## src/design/keypad_pkg.sv

```systemverilog
package keypad_pkg;

  // ****************************************
  // Timing
  // ****************************************
  localparam int SYS_CLK_KHZ   = 250000;
  localparam int INT_CLK_KHZ   = 100;
  localparam int PRESCALE      = SYS_CLK_KHZ / INT_CLK_KHZ;
  // Digit-on 480 us plus 160 us blanking per digit
  localparam int DIGIT_TIME_US = 640;
  localparam int DIGIT_TICKS   = (DIGIT_TIME_US * INT_CLK_KHZ) / 1000;
  localparam int CLEAR_TIME_US = 160;
  localparam int CLEAR_TICKS   = (CLEAR_TIME_US * INT_CLK_KHZ) / 1000;

  // ****************************************
  // Sizes and reset values
  // ****************************************
  localparam int FIFO_DEPTH = 8;
  localparam int DISP_DEPTH = 16;
  localparam int SENS_ROWS  = 8;
  localparam logic [7:0] BLANK_CODE = 8'h00;
  localparam logic [7:0] SENS_RESET = 8'hff;

  // ****************************************
  // Types
  // ****************************************
  typedef enum logic [2:0] {
    MODE_KEYBOARD = 3'b001,
    MODE_STROBED  = 3'b010,
    MODE_SENSOR   = 3'b100
  } input_mode_e;

  typedef enum logic [1:0] {
    DISP_RUN   = 2'b01,
    DISP_CLEAR = 2'b10
  } disp_state_e;

  typedef struct packed {
    logic       cs_n;
    logic       rd_n;
    logic       wr_n;
    logic       register_select;
    logic [7:0] data;
    logic [7:0] return_inputs;
    logic       strobe_or_control_input;
    logic       shift_input;
  } pins_s;

  localparam pins_s PINS_IDLE = '{1'b1, 1'b1, 1'b1, 1'b0, 8'h00, 8'hff, 1'b0, 1'b0};

  typedef struct packed {
    logic [2:0] row;
    logic [2:0] col;
  } key_s;

  typedef struct packed {
    logic       unavailable;
    logic       sensor_error;
    logic       overrun;
    logic       underrun;
    logic       full;
    logic [2:0] count;
  } status_s;

endpackage : keypad_pkg

```

## src/design/keypad_display_entry_status.sv

```systemverilog
`timescale 1ns/100ps

// ****************************************
// Character FIFO
// ****************************************
module char_fifo #(
  parameter int WIDTH = 8,
  parameter int DEPTH = 8
) (
  input  wire logic                       clk,
  input  wire logic                       rst,
  input  wire logic                       flush,
  input  wire logic                       in_valid,
  output logic                            in_ready,
  input  wire logic [WIDTH-1:0]           in_data,
  output logic                            out_valid,
  input  wire logic                       out_ready,
  output logic [WIDTH-1:0]                out_data,
  output logic [$clog2(DEPTH+1)-1:0]      count
);
  localparam int AW = $clog2(DEPTH);
  localparam int CW = $clog2(DEPTH+1);
  logic [WIDTH-1:0] mem [DEPTH];
  logic [AW-1:0]    wptr;
  logic [AW-1:0]    rptr;
  wire do_push = in_valid & in_ready;
  wire do_pop  = out_valid & out_ready;
  wire [AW-1:0] wnext = (wptr == AW'(DEPTH-1)) ? '0 : wptr + 1'b1;
  wire [AW-1:0] rnext = (rptr == AW'(DEPTH-1)) ? '0 : rptr + 1'b1;
  assign in_ready  = (count != CW'(DEPTH));
  assign out_valid = (count != '0);
  assign out_data  = mem[rptr];

  always_ff @(posedge clk)
  begin
    if (do_push)
      mem[wptr] <= in_data;
  end

  always_ff @(posedge clk)
  begin
    if (rst || flush)
    begin
      wptr  <= '0;
      rptr  <= '0;
      count <= '0;
    end
    else
    begin
      if (do_push)
        wptr <= wnext;
      if (do_pop)
        rptr <= rnext;
      count <= count + CW'(do_push) - CW'(do_pop);
    end
  end
endmodule : char_fifo

// ****************************************
// Entry, display and status logic
// ****************************************
module keypad_display_entry_status #(
  // Clocks per internal tick; a bench may shorten it to reach scan-rate behaviour
  parameter int PRESCALE_COUNT = keypad_pkg::PRESCALE
) (
  input  wire logic                     clk,
  input  wire logic                     rst,
  input  wire keypad_pkg::pins_s        pins,
  input  wire keypad_pkg::input_mode_e  mode,
  input  wire logic                     special_error_mode,
  input  wire logic                     auto_increment_flag,
  input  wire logic                     right_entry,
  input  wire logic                     display_16,
  input  wire logic                     read_display,
  input  wire logic                     disp_addr_load,
  input  wire logic [3:0]               disp_addr_value,
  input  wire logic                     sensor_addr_load,
  input  wire logic [2:0]               sensor_addr_value,
  input  wire logic                     end_interrupt,
  input  wire logic                     clear_fifo_bit,
  input  wire logic                     clear_display,
  input  wire logic                     key_event,
  input  wire keypad_pkg::key_s         key,
  input  wire logic                     multi_key,
  output logic                          irq,
  output logic [7:0]                    data_out,
  output logic                          data_oe,
  output logic [3:0]                    scan_outputs,
  output logic [7:0]                    display_data
);
  import keypad_pkg::*;

  pins_s s1, s2, p;
  logic [11:0] div;
  logic [6:0]  dig_cnt;
  logic [3:0]  scan;
  logic [7:0]  disp_ram [DISP_DEPTH];
  logic [7:0]  sens_ram [SENS_ROWS];
  logic [3:0]  disp_addr;
  logic [3:0]  offset;
  logic [3:0]  clr_idx;
  logic [2:0]  sens_ptr;
  logic        sens_wr_en;
  logic        changed;
  logic        sens_irq;
  logic        err_flag;
  logic        ovr;
  logic        und;
  disp_state_e disp_state;
  status_s     st;
  logic [7:0]  fifo_data;
  logic [3:0]  fifo_count;
  logic        fifo_valid;
  logic        fifo_ready;

  // Pins pass two flops; p, taken from s2, is the edge reference and also supplies the cs_n and register_select seen at a strobe end
  always_ff @(posedge clk)
  begin
    if (rst)
    begin
      s1 <= PINS_IDLE;
      s2 <= PINS_IDLE;
      p  <= PINS_IDLE;
    end
    else
    begin
      s1 <= pins;
      s2 <= s1;
      p  <= s2;
    end
  end

  // ****************************************
  // Decode
  // ****************************************
  wire sens_mode   = (mode == MODE_SENSOR);
  wire kb_mode     = (mode == MODE_KEYBOARD);
  wire rd_end      = ~p.cs_n & ~p.rd_n & s2.rd_n & ~p.register_select;
  wire wr_end      = ~p.cs_n & ~p.wr_n & s2.wr_n & ~p.register_select;
  wire stb_rise    = ~p.strobe_or_control_input & s2.strobe_or_control_input;
  wire rd_disp     = rd_end & read_display;
  wire rd_sens     = rd_end & ~read_display & sens_mode;
  wire rd_fifo     = rd_end & ~read_display & ~sens_mode;
  wire tick        = (div == 12'(PRESCALE_COUNT - 1));
  wire digit_end   = tick & (dig_cnt == 7'(DIGIT_TICKS - 1));
  wire [3:0] mask  = display_16 ? 4'hf : 4'h7;
  wire [2:0] row   = scan[2:0];
  wire row_diff    = (sens_ram[row] != s2.return_inputs);
  wire sens_cap    = sens_mode & digit_end & sens_wr_en;
  wire sens_change_end = sens_cap & (row == 3'h7) & (changed | row_diff);
  wire disp_wr_ok  = wr_end & (disp_state == DISP_RUN);
  wire [3:0] addr_next = (disp_addr + 4'h1) & mask;
  wire [3:0] show_idx  = right_entry ? ((scan + offset) & mask) : scan;
  wire kb_push     = kb_mode & key_event & ~err_flag;
  wire st_push     = (mode == MODE_STROBED) & stb_rise;
  wire push_req    = kb_push | st_push;
  wire [7:0] push_data = kb_push ? {s2.strobe_or_control_input, s2.shift_input, key}
                                 : s2.return_inputs;
  wire overrun_ev  = push_req & ~fifo_ready;
  wire underrun_ev = rd_fifo & ~fifo_valid;
  wire irq_clr_rd  = rd_sens & ~auto_increment_flag;
  wire [7:0] rd_src = read_display ? disp_ram[disp_addr]
                    : sens_mode ? sens_ram[sens_ptr] : fifo_data;

  wire [SENS_ROWS-1:0] row_closed;
  genvar gi;
  generate
    for (gi = 0; gi < SENS_ROWS; gi++)
    begin : g_closed
      // Returns idle high; a closed contact reads as zero
      assign row_closed[gi] = ~&sens_ram[gi];
    end
  endgenerate

  assign st.unavailable  = (disp_state == DISP_CLEAR);
  assign st.sensor_error = sens_mode ? |row_closed : (special_error_mode & err_flag);
  assign st.overrun      = ovr;
  assign st.underrun     = und;
  assign st.full         = (fifo_count == 4'(FIFO_DEPTH));
  assign st.count        = fifo_count[2:0];

  char_fifo #(.WIDTH(8), .DEPTH(FIFO_DEPTH)) u_fifo (
    .clk       (clk),
    .rst       (rst),
    .flush     (clear_fifo_bit),
    .in_valid  (push_req),
    .in_ready  (fifo_ready),
    .in_data   (push_data),
    .out_valid (fifo_valid),
    .out_ready (rd_fifo),
    .out_data  (fifo_data),
    .count     (fifo_count)
  );

  // ****************************************
  // Timing chain and scan
  // ****************************************
  always_ff @(posedge clk)
  begin
    if (rst)
    begin
      div          <= '0;
      dig_cnt      <= '0;
      scan         <= '0;
      scan_outputs <= '0;
      display_data <= BLANK_CODE;
    end
    else
    begin
      div <= tick ? '0 : div + 12'h001;
      if (tick)
        dig_cnt <= digit_end ? '0 : dig_cnt + 7'h01;
      if (digit_end)
        scan <= (scan == mask) ? 4'h0 : scan + 4'h1;
      scan_outputs <= scan;
      display_data <= disp_ram[show_idx];
    end
  end

  // ****************************************
  // Display RAM, clear and entry
  // ****************************************
  always_ff @(posedge clk)
  begin
    if (disp_state == DISP_CLEAR && tick)
      disp_ram[clr_idx] <= BLANK_CODE;
    else if (disp_wr_ok)
      disp_ram[disp_addr] <= s2.data;
  end

  always_ff @(posedge clk)
  begin
    if (rst)
    begin
      disp_state <= DISP_CLEAR;
      clr_idx    <= '0;
      disp_addr  <= '0;
      offset     <= '0;
    end
    else
    begin
      case (disp_state)
        DISP_RUN:
          if (clear_display)
          begin
            disp_state <= DISP_CLEAR;
            clr_idx    <= '0;
          end
        DISP_CLEAR:
          if (tick)
          begin
            clr_idx <= clr_idx + 4'h1;
            if (clr_idx == 4'(CLEAR_TICKS - 1))
              disp_state <= DISP_RUN;
          end
        default:
          disp_state <= DISP_RUN;
      endcase
      if (disp_addr_load)
        disp_addr <= disp_addr_value & mask;
      else if ((disp_wr_ok || rd_disp) && auto_increment_flag)
        disp_addr <= addr_next;
      // Window origin follows the last written cell so it shows rightmost
      if (disp_wr_ok && right_entry)
        offset <= addr_next;
    end
  end

  // ****************************************
  // Sensor RAM
  // ****************************************
  always_ff @(posedge clk)
  begin
    if (rst)
    begin
      for (int i = 0; i < SENS_ROWS; i++)
        sens_ram[i] <= SENS_RESET;
    end
    else if (sens_cap)
      sens_ram[row] <= s2.return_inputs;
  end

  always_ff @(posedge clk)
  begin
    if (rst)
    begin
      sens_ptr   <= '0;
      sens_wr_en <= 1'b1;
      changed    <= 1'b0;
    end
    else
    begin
      if (clear_fifo_bit)
        sens_ptr <= '0;
      else if (sensor_addr_load)
        sens_ptr <= sensor_addr_value;
      else if (rd_sens && auto_increment_flag)
        sens_ptr <= sens_ptr + 3'h1;
      if (sens_cap)
        changed <= (row != 3'h7) & (changed | row_diff);
      if (sens_change_end)
        sens_wr_en <= 1'b0;
      else if (end_interrupt)
        sens_wr_en <= 1'b1;
    end
  end

  // ****************************************
  // Flags, interrupt and host read port
  // ****************************************
  // Every flag lets a same-cycle set win over its clear
  always_ff @(posedge clk)
  begin
    if (rst)
    begin
      sens_irq <= 1'b0;
      err_flag <= 1'b0;
      ovr      <= 1'b0;
      und      <= 1'b0;
      irq      <= 1'b0;
      data_out <= '0;
      data_oe  <= 1'b0;
    end
    else
    begin
      sens_irq <= sens_change_end
                | (sens_irq & ~(end_interrupt | clear_fifo_bit | irq_clr_rd));
      err_flag <= (special_error_mode & multi_key) | (err_flag & ~clear_fifo_bit);
      ovr      <= overrun_ev | (ovr & ~clear_fifo_bit);
      und      <= underrun_ev | (und & ~clear_fifo_bit);
      irq      <= sens_irq | err_flag | (fifo_valid & ~sens_mode);
      data_oe  <= ~s2.cs_n & ~s2.rd_n;
      data_out <= s2.register_select ? st : rd_src;
    end
  end
endmodule : keypad_display_entry_status

```

## config.mk

```make
export PLATFORM = sky130hd
export DESIGN_NAME = keypad_display_entry_status
export DESIGN_NICKNAME = d
export VERILOG_FILES = /design/src/design/keypad_pkg.sv /design/src/design/keypad_display_entry_status.sv
export SDC_FILE = /design/constraint.sdc
export NUM_CORES = 1
export LEC_CHECK = 0
export ABC_AREA = 0
export BUFFER_PORTS_ARGS = -buffer_cell sky130_fd_sc_hd__buf_4
export CORE_MARGIN = 2
export CORE_UTILIZATION = 50
export DETAILED_ROUTE_END_ITERATION = 6
export HOLD_SLACK_MARGIN = 0.08
export PLACE_DENSITY = 0.78
export SYNTH_ARGS = -nofsm -noshare
export SYNTH_HDL_FRONTEND = slang
export SYNTH_SLANG_ARGS = --single-unit
```

## constraint.sdc

```tcl
create_clock -name clk -period 8.6 [get_ports clk]
set_clock_uncertainty 0.1 [all_clocks]
set_input_delay 0.86 -clock clk [delete_from_list [all_inputs] [get_ports clk]]
set_output_delay 0.86 -clock clk [all_outputs]
set_load 0.02 [all_outputs]
```

Word-level counts from Yosys, hierarchy flattened:

Memories as Yosys holds them, arrays and structs flattened. A register that Yosys moved wholly into a read port is not among the register bits.
Cells that the tools add are included.
Widths: inputs -> output; s select.

* bits in writable memories: 256
* memories kept: 3
* output and inout bits: 22
* register bits after elaboration: 119

Memories
* disp_ram: words 16, width 8, read ports 2, clocked after memory_dff 2, wr ports 1, line keypad_display_entry_status.sv:97 `logic [7:0] disp_ram [DISP_DEPTH];`
* sens_ram: words 8, width 8, read ports 10, clocked after memory_dff 2, wr ports 8, line keypad_display_entry_status.sv:98 `logic [7:0] sens_ram [SENS_ROWS];`
* u_fifo.mem: words 8, width 8, read ports 1, clocked after memory_dff 1, wr ports 1, line keypad_display_entry_status.sv:23 `logic [WIDTH-1:0] mem [DEPTH];`

* mux-type cells: 50
* eq/ne operators: 19
* bitwise gates (word level): 62
* add/sub/neg operators: 11
* reduce and logical (&&, ||, !) cells: 34

Operators by type and width (number)
* $reduce_and 8->1: 8
* $mux 8: 6
* $mux 4: 10
* $and 1x1->1: 34
* $mux 3: 11
* $reduce_or 8->1: 3
* $mux 1: 17
* $not 1->1: 15
* $add 12x1->12 const B: 1
* $add 4x1->4 const B: 3
* $and 4x4->4: 3
* $eq 12x12->1 const B: 1
* $eq 3x3->1 const B: 4
* $or 1x1->1: 10
* $add 3x1->3 const B: 3
* $eq 4x4->1 const B: 2
* $logic_not 1->1: 8
* $ne 8x8->1: 1
* $pmux 4 s2: 1
* $reduce_bool 2->1: 4
* $add 7x1->7 const B: 1
* $eq 7x6->1 const B: 1
* $mux 7: 1
* $mux 2: 3
* other kinds (18): 25

Depth between registers and ports, before layout:

Gate-level depths: netlist of the first run.

* depth after elaboration: 11
* gate-level depth with buffers: 11
* depth with buffers taken out: 10

Hierarchy:

From an unflattened synthesis of the first run, not the netlist that was laid out.

* cell total of the unflattened synthesis: 1208
* area, all modules: 17544.3 µm²

Modules (own cells, without submodules)
* keypad_display_entry_status: instances 1, cells each 1038, area an instance 14380.0 µm²
* char_fifo: instances 1, cells each 170, area an instance 3164.3 µm²

Least setup slack after synthesis of the first run:

No wires, ideal clock.

* kind: input-to-reg
* start point: input mode[2]
* end point: memory u_fifo.mem[2][0], enable pin
* slack: 5518 ps
* cell stages on the path: 8
* arrival time: 2597 ps
* setup time: 385 ps
* cell sequence: nor2_1 -> and4b_1 -> buf_2 -> a21o_1 -> and2_1 -> clkbuf_1 -> nand2b_1 -> nor3b_1

* cells in the longest elaborated chain, start to end: 7
* elaborated cells on any way between the ends: 9
* classes of those cells: 2 x eq/ne; 2 x mux; 5 x bitwise

RTL lines
* start: declaration: line keypad_display_entry_status.sv:69 `input wire keypad_pkg::input_mode_e mode,`
* $eq 3x1->1: line keypad_display_entry_status.sv:137 `wire kb_mode = (mode == MODE_KEYBOARD);`
* $and 1x1->1 (2 in series): line keypad_display_entry_status.sv:154 `wire kb_push = kb_mode & key_event & ~err_flag;`
* $or 1x1->1 *: line keypad_display_entry_status.sv:156 `wire push_req = kb_push | st_push;`
* $and 1x1->1 *: line keypad_display_entry_status.sv:26 `wire do_push = in_valid & in_ready;`
* named net u_fifo.do_push: line keypad_display_entry_status.sv:26
* $mux 1 *: line keypad_display_entry_status.sv:36 `if (do_push)`
* $mux 1 (implied by the code) *: line keypad_display_entry_status.sv:37 `mem[wptr] <= in_data;`
* end: declaration: line keypad_display_entry_status.sv:23

Mark *: on every way through the listed nets, which the timed path passes. The rest lies on a longest branch.

==> results of run 1 <==
power by group through the flow:
stage | clock network (mW) | registers [mW] | logic, mW
after floorplan | 0 | 2.10 | 0.103
after global placement | 0 | 2.13 | 0.143
after detailed placement | 0 | 2.13 | 0.145
after CTS | 1.70 | 2.09 | 0.146
after global routing | 1.78 | 2.09 | 0.158
final | 1.68 | 2.09 | 0.146
layout make-up:
cell class | count | area (µm²) | share of cell area [%]
Sequential cell | 396 | 10500 | 53.4
Multi-Input combinational cell | 705 | 6680 | 34.0
Clock buffer | 53 | 1110 | 5.67
Timing Repair Buffer | 79 | 593 | 3.02
Tap cell | 455 | 569 | 2.90
Clock inverter | 17 | 156 | 0.796
Inverter | 11 | 41.3 | 0.210
stage by stage:
| step | util, % | setup WS, ns | instances |
|---|---|---|---|
| 6_report | 56.9 | 5.12 | 1716 |
| 5_1_grt | 56.9 | 4.84 | 1716 |
| 4_1_cts | 56.9 | 5.16 | 1716 |
| 3_5_place_dp | 53.2 | 4.64 | 1646 |
| 3_3_place_gp | 53.2 | 4.76 | 1646 |
| 2_1_floorplan | - | 5.52 | 1187 |
cell families after synthesis:
kind of cell             synth area share [%]
AO/OA/AOI/OAI                            3.47
XOR/XNOR                                 1.75
adder cells (fa/ha/maj)                  1.58
buffers and inverters                    2.31
flip-flops                               59.7
multiplexers                             18.7
AND/OR/NAND/NOR                          12.5
state kept, by name, summed over array words and instances, names as in the netlist, 5 cells and up, named ones only:
| signal | cells |
|---|---|
| data_out | 8 |
| dig_cnt | 7 |
| disp_ram | 128 |
| display_data | 8 |
| div | 12 |
| p | 5 |
| s1 | 22 |
| s2 | 22 |
| sens_ram | 64 |
| u_fifo.mem | 64 |
worst max path at each step:
stage / cells after the start / endpoint / startpoint / slack (ns)
after detailed placement: 6 / sens_ram[6][2] / mode[1] / 4.64
after floorplan: 8 / u_fifo.mem[2][0] / mode[2] / 5.52
after global routing: 6 / sens_ram[6][0] / mode[1] / 4.84
after global placement: 6 / sens_ram[6][2] / mode[1] / 4.76
after CTS: 6 / sens_ram[6][1] / mode[1] / 5.16
final: 6 / sens_ram[6][1] / mode[1] / 5.12
metal layers:
layer | GRT usage, % | vias up | part of all wire, %
met2 | 34.1 | 468 | 47
met4 | 7.84 | 0 | 3.2
met3 | 4.81 | 83 | 8.7
met5 | 0 | - | 0
met1 | 30.7 | 5179 | 41
li1 | - | 4639 | -
layout by cell type, fill, tap and decap left out, types with 7 or more instances in the layout:
cell type / n
mux2_2: 21
and3_1: 9
nor2b_1: 47
mux2i_1: 39
nand4_1: 29
nand3_1: 14
nand2_1: 30
ha_1: 19
edfxtp_1: 256
dfxtp_1: 138
nor2_1: 79
xnor2_1: 16
buf_4: 79
or2_2: 61
mux4_2: 114
inv_1: 11
nand2b_1: 31
and2_1: 15
nor3b_1: 7
clkbuf_16: 40
a21oi_1: 18
a211oi_1: 40
nor3_1: 20
or3_1: 18
xor2_1: 19
==> flow_summary.toml, run 1 <==
[status]
outcome = "finished clean"

[power]
switching_share_pct = 21.0
power_density_nw_per_um2 = 199
switchingPower_mw = 0.824
fin_total_pwr_mw = 3.91
vdd_ir_drop_max_v = 0.000180
p_seq_share_pct = 53.3
p_int_mw = 3.09
power.share.combinational_pct = 3.7
power.leakage_nw = 6.85
p_clk_share_pct = 42.9

[floorplan]
fp-row-count = 68
die_y_um = 191
start_util_pct = 50.8
fp.dieW_um = 191
coreArea_um2 = 34500
dieArea_um2 = 36600
io_pins = 74

[drt]
via_per_inst = 6.04
drtAntennaViolNets = 0
wl_per_cell_um = 23.0
drtPass1Iterations = 7
vias = 10400
wl_um = 39400
route.detailed.drc = 0
dr.first_iter.drc_count = 1237

[sta]
min_period_ns = 3.48
rsz0062_at_grt = "no"
fin_tns_setup_ns = 0
relSlewSlack_pct = 23.2
hold_viol = 0
setup_viol = 0
tightest_slew_ns = 1.15
hold_slack_ns = 0.310
period_share_pct = 40.5
report.final.slew_viol_count = 0
fmax_ghz = 0.287

[cts]
cts_hold_buf = 0
clkSinkCount = 396
htreeDepth = 2
clk_pin_slew_ns = 0.06
cts.path.max_buffers = 3
clock_latency_ns = 0.53
cts_tree = "done"
root_buffer = "clkbuf_16"
numCtsBuffers = 39
cts_resized = 0
cts_setup_buffers = 0

[place]
portBuffers = 73
hpwl_um = 27300
gp_congestion = 0.906
place_area_um2 = 18400

[worst_setup_path]
cpPeakStageDelay_ns = 0.74
timing.critical_path.buf_inv = 1
worst-path-max-fanout = 24
cp_top_family = "simple AND/OR/NAND/NOR gates"
cp_cell_sequence = "buf_4, nor2_1, and2_1, nand4_1, nor4_4, or2_1"
r2r-end = "sens_ram[6][1]"
crit_path_start_kind = "input port"
ff2ff_path_depth = 7
reg2reg_from = "div[0]"
required_ns = 8.69
worstSetupEndpointType = "flop"
slowest_stage = "nand4_1"
crit_type = "in -> reg"
r2r_slack_ns = 5.20
critPathArrivalTime_ns = 3.58

[worst_hold_path]
hold_start = "s1[7]"
hold_depth = 1
hold_end = "s2[7]"
min_path_type = "reg -> reg"

[yosys]
async_flop_share_pct = 0
seq_area_frac_synth_pct = 59.7
ys_warn_count = 0
synth_edf_count = 256
synth_nets = 1260
syn_avg_cell_area_um2 = 14.8
ys_types = 59
ys_ff_latch = 396
synth_area_um2 = 17600
yosys.area.top_type_share_pct = 43.8
synthesis.instances = 1187
synth_area_leaders = "edfxtp_1 (44%), dfxtp_1 (16%), mux4_2 (15%)"
ys.flop_type = "edfxtp_1"
synth_largest_area_cell = "edfxtp_1"
synth_common_cells = "edfxtp_1 (256), dfxtp_1 (140), mux4_2 (114)"
synth.most_common_cell = "edfxtp_1"

[grt]
grt_pass1_vias = 10200
grt_pass1_wl_um = 60400
grt_overflow_total = 0
antenna_found_initial = 1
grt_use_total_pct = 22.0
grt_max_degree = 69

[layout]
n_antenna_cell = 0
n_fill_cell = 2654
final_area_um2 = 19600
fin_nets = 1305
drive_above_1_share_pct = 27.8
syn2layout_area_growth_pct = 11.9

[run]
drv_cap = 0
Power figures use the tool's default switching activity.
==> inputs of run 2 (changes only) <==
--- a/config.mk
+++ b/config.mk
@@ -11,7 +11,7 @@
 export CORE_UTILIZATION = 50
 export DETAILED_ROUTE_END_ITERATION = 6
 export HOLD_SLACK_MARGIN = 0.08
-export PLACE_DENSITY = 0.78
+export PLACE_DENSITY = 0.8
 export SYNTH_ARGS = -nofsm -noshare
 export SYNTH_HDL_FRONTEND = slang
 export SYNTH_SLANG_ARGS = --single-unit
==> constraint.sdc (replaced) <==
create_clock -name clk -period 3 [get_ports clk]
set_clock_uncertainty 0.1 [all_clocks]
set_input_delay 0.3 -clock clk [delete_from_list [all_inputs] [get_ports clk]]
set_output_delay 0.3 -clock clk [all_outputs]
set_load 0.02 [all_outputs]
==> run 2 against run 1 <==
Sequential share of layout area fell by 1.8 points. Non-clock buffer count is 87 higher. Final cell count increased by 5.1%. Sequential power rose to 2.9 times the previous value. Count of clock-buffer cells in the layout fell by 1. Clock power rose to 2.7 times the previous value.
==> flow_summary.toml, run 2 (synthesized netlist as in run 1, its figures left out) <==
[status]
outcome = "finished clean"

[grt]
grt_pass1_vias = 10900
grt_max_degree = 78
grt_overflow_total = 0
grt_use_total_pct = 23.5
antenna_found_initial = 0
grt_pass1_wl_um = 64600

[sta]
fin_tns_setup_ns = 0
hold_viol = 0
period_share_pct = 89.9
tightest_slew_ns = 0.773
setup_viol = 0
fmax_ghz = 0.371
hold_slack_ns = 0.125
rsz0062_at_grt = "no"
relSlewSlack_pct = 48.5
report.final.slew_viol_count = 0
min_period_ns = 2.70

[cts]
root_buffer = "clkbuf_16"
cts_tree = "done"
clock_latency_ns = 0.55
htreeDepth = 2
clk_pin_slew_ns = 0.06
cts.path.max_buffers = 3
clkSinkCount = 396
cts_resized = 0
numCtsBuffers = 39

[place]
portBuffers = 73
gp_congestion = 0.906
hpwl_um = 28600

[floorplan]
coreArea_um2 = 34500
dieArea_um2 = 36600
fp-row-count = 68
io_pins = 74
start_util_pct = 50.8
fp.dieW_um = 191
die_y_um = 191

[layout]
fin_nets = 1392
drive_above_1_share_pct = 28.8
regMostFlops = "disp_ram"
syn2layout_area_growth_pct = 15.8
reg_top3 = "disp_ram x128, sens_ram x64, u_fifo.mem x64"
utilization_pct = 58.9
n_antenna_cell = 0
largest_register_ffs = 128
layout_common_cells = "edfxtp_1 (256), dfxtp_1 (139), buf_4 (123), mux4_2 (114), nor2_1 (79)"
n_fill_cell = 2578
layout.cells.most_common = "edfxtp_1"

[drt]
drtPass1Iterations = 6
drtAntennaViolNets = 0
vias = 10900
wl_um = 42100
via_per_inst = 6.05
wl_per_cell_um = 23.3
dr.first_iter.drc_count = 1167
route.detailed.drc = 0

[power]
vdd_ir_drop_max_v = 0.000380
power.leakage_nw = 7.23
power_density_nw_per_um2 = 540

[worst_setup_path]
slowest_stage = "nand2b_1"
crit_path_start_kind = "flop"
ff2ff_path_depth = 7
r2r_slack_ns = 0.30
required_ns = 3.11
cp_cell_sequence = "ha_1, nor4b_4, nand3_4, nor2_2, and4b_1, nand3_1, nand2b_1"
r2r-end = "sens_ram[0][5]"
worstSetupEndpointType = "flop"
worst-path-max-fanout = 9
crit_type = "reg -> reg"
critPathArrivalTime_ns = 2.81
reg2reg_from = "div[0]"
cpPeakStageDelay_ns = 0.41

[run]
drv_cap = 0

[worst_hold_path]
min_path_type = "in -> reg"
hold_start = "key[3]"
hold_depth = 2
hold_end = "u_fifo.mem[4][3]"
-- run 2: cell count changes in the layout (fill, tap and decap cells not counted), sizes merged --
cell         change
clkinv           +1
dlygate4sd3     +39
clkbuf           -1
inv              +3
bufinv           -1
buf             +48
clkinvlp         -1
-- run 2: metal layers --
| metal | up-vias | global-route usage (%) | routed length, µm |
|---|---|---|---|
| li1 | 4811 | - | - |
| met1 | 5466 | 32.9 | 17200 |
| met2 | 544 | 37.3 | 20100 |
| met3 | 98 | 3.91 | 3340 |
| met4 | 0 | 8.20 | 1470 |
| met5 | - | 0 | 0 |
-- run 2: repair_timing --
item | in CTS | in global routing
buffers inserted | 0 | 0
endpoints found under the hold margin | 48 | 0
hold buffers | 39 | 0
-- run 2: how the worst max path moves through the flow --
| stage | startpoint | slack [ns] | end | cells after the start |
|---|---|---|---|---|
| 2_1_floorplan | scan[0] | 0.31 | display_data[4] | 8 |
| 3_3_place_gp | div[0] | 0.45 | sens_ram[4][3] | 7 |
| 3_5_place_dp | div[0] | 0.32 | sens_ram[0][4] | 7 |
| 4_1_cts | div[0] | 0.32 | sens_ram[0][6] | 7 |
| 5_1_grt | div[0] | 0.08 | sens_ram[0][3] | 7 |
| 6_report | div[0] | 0.30 | sens_ram[0][5] | 7 |
-- run 2: final cells by class --
cell class / count / area (µm²) / share of cell area (%)
flip-flops and latches: 396 / 10500 / 51.6
well taps: 455 / 569 / 2.80
multi-input cells: 705 / 6680 / 32.8
repair buffers: 166 / 1390 / 6.85
inverters: 11 / 41.3 / 0.203
clock inverters: 19 / 133 / 0.652
clock buffers: 52 / 1030 / 5.09
-- run 2: stage by stage --
step	instance area [µm²]	cells	setup WS, ns	power (mW)
final	20300	1804	0.304	11.0
after global routing	20300	1804	0.0775	11.3
after CTS	20300	1804	0.325	11.0
after detailed placement	18800	1694	0.320	6.53
after global placement	18800	1694	0.450	6.52
after floorplan	17600	1187	0.307	6.32
-- run 2: critical path: cells and delay by family (launching register included) --
family        cells  cell delay [ns]
fa+ha+maj         1             0.21
simple gates      6             1.69
flops             1             0.36
-- run 2: power breakdown --
group	total (mW)	switching [mW]	internal (mW)
clock	4.53	2.00	2.53
combinational	0.494	0.246	0.247
sequential	5.98	0.110	5.87
total	11.0	2.35	8.64
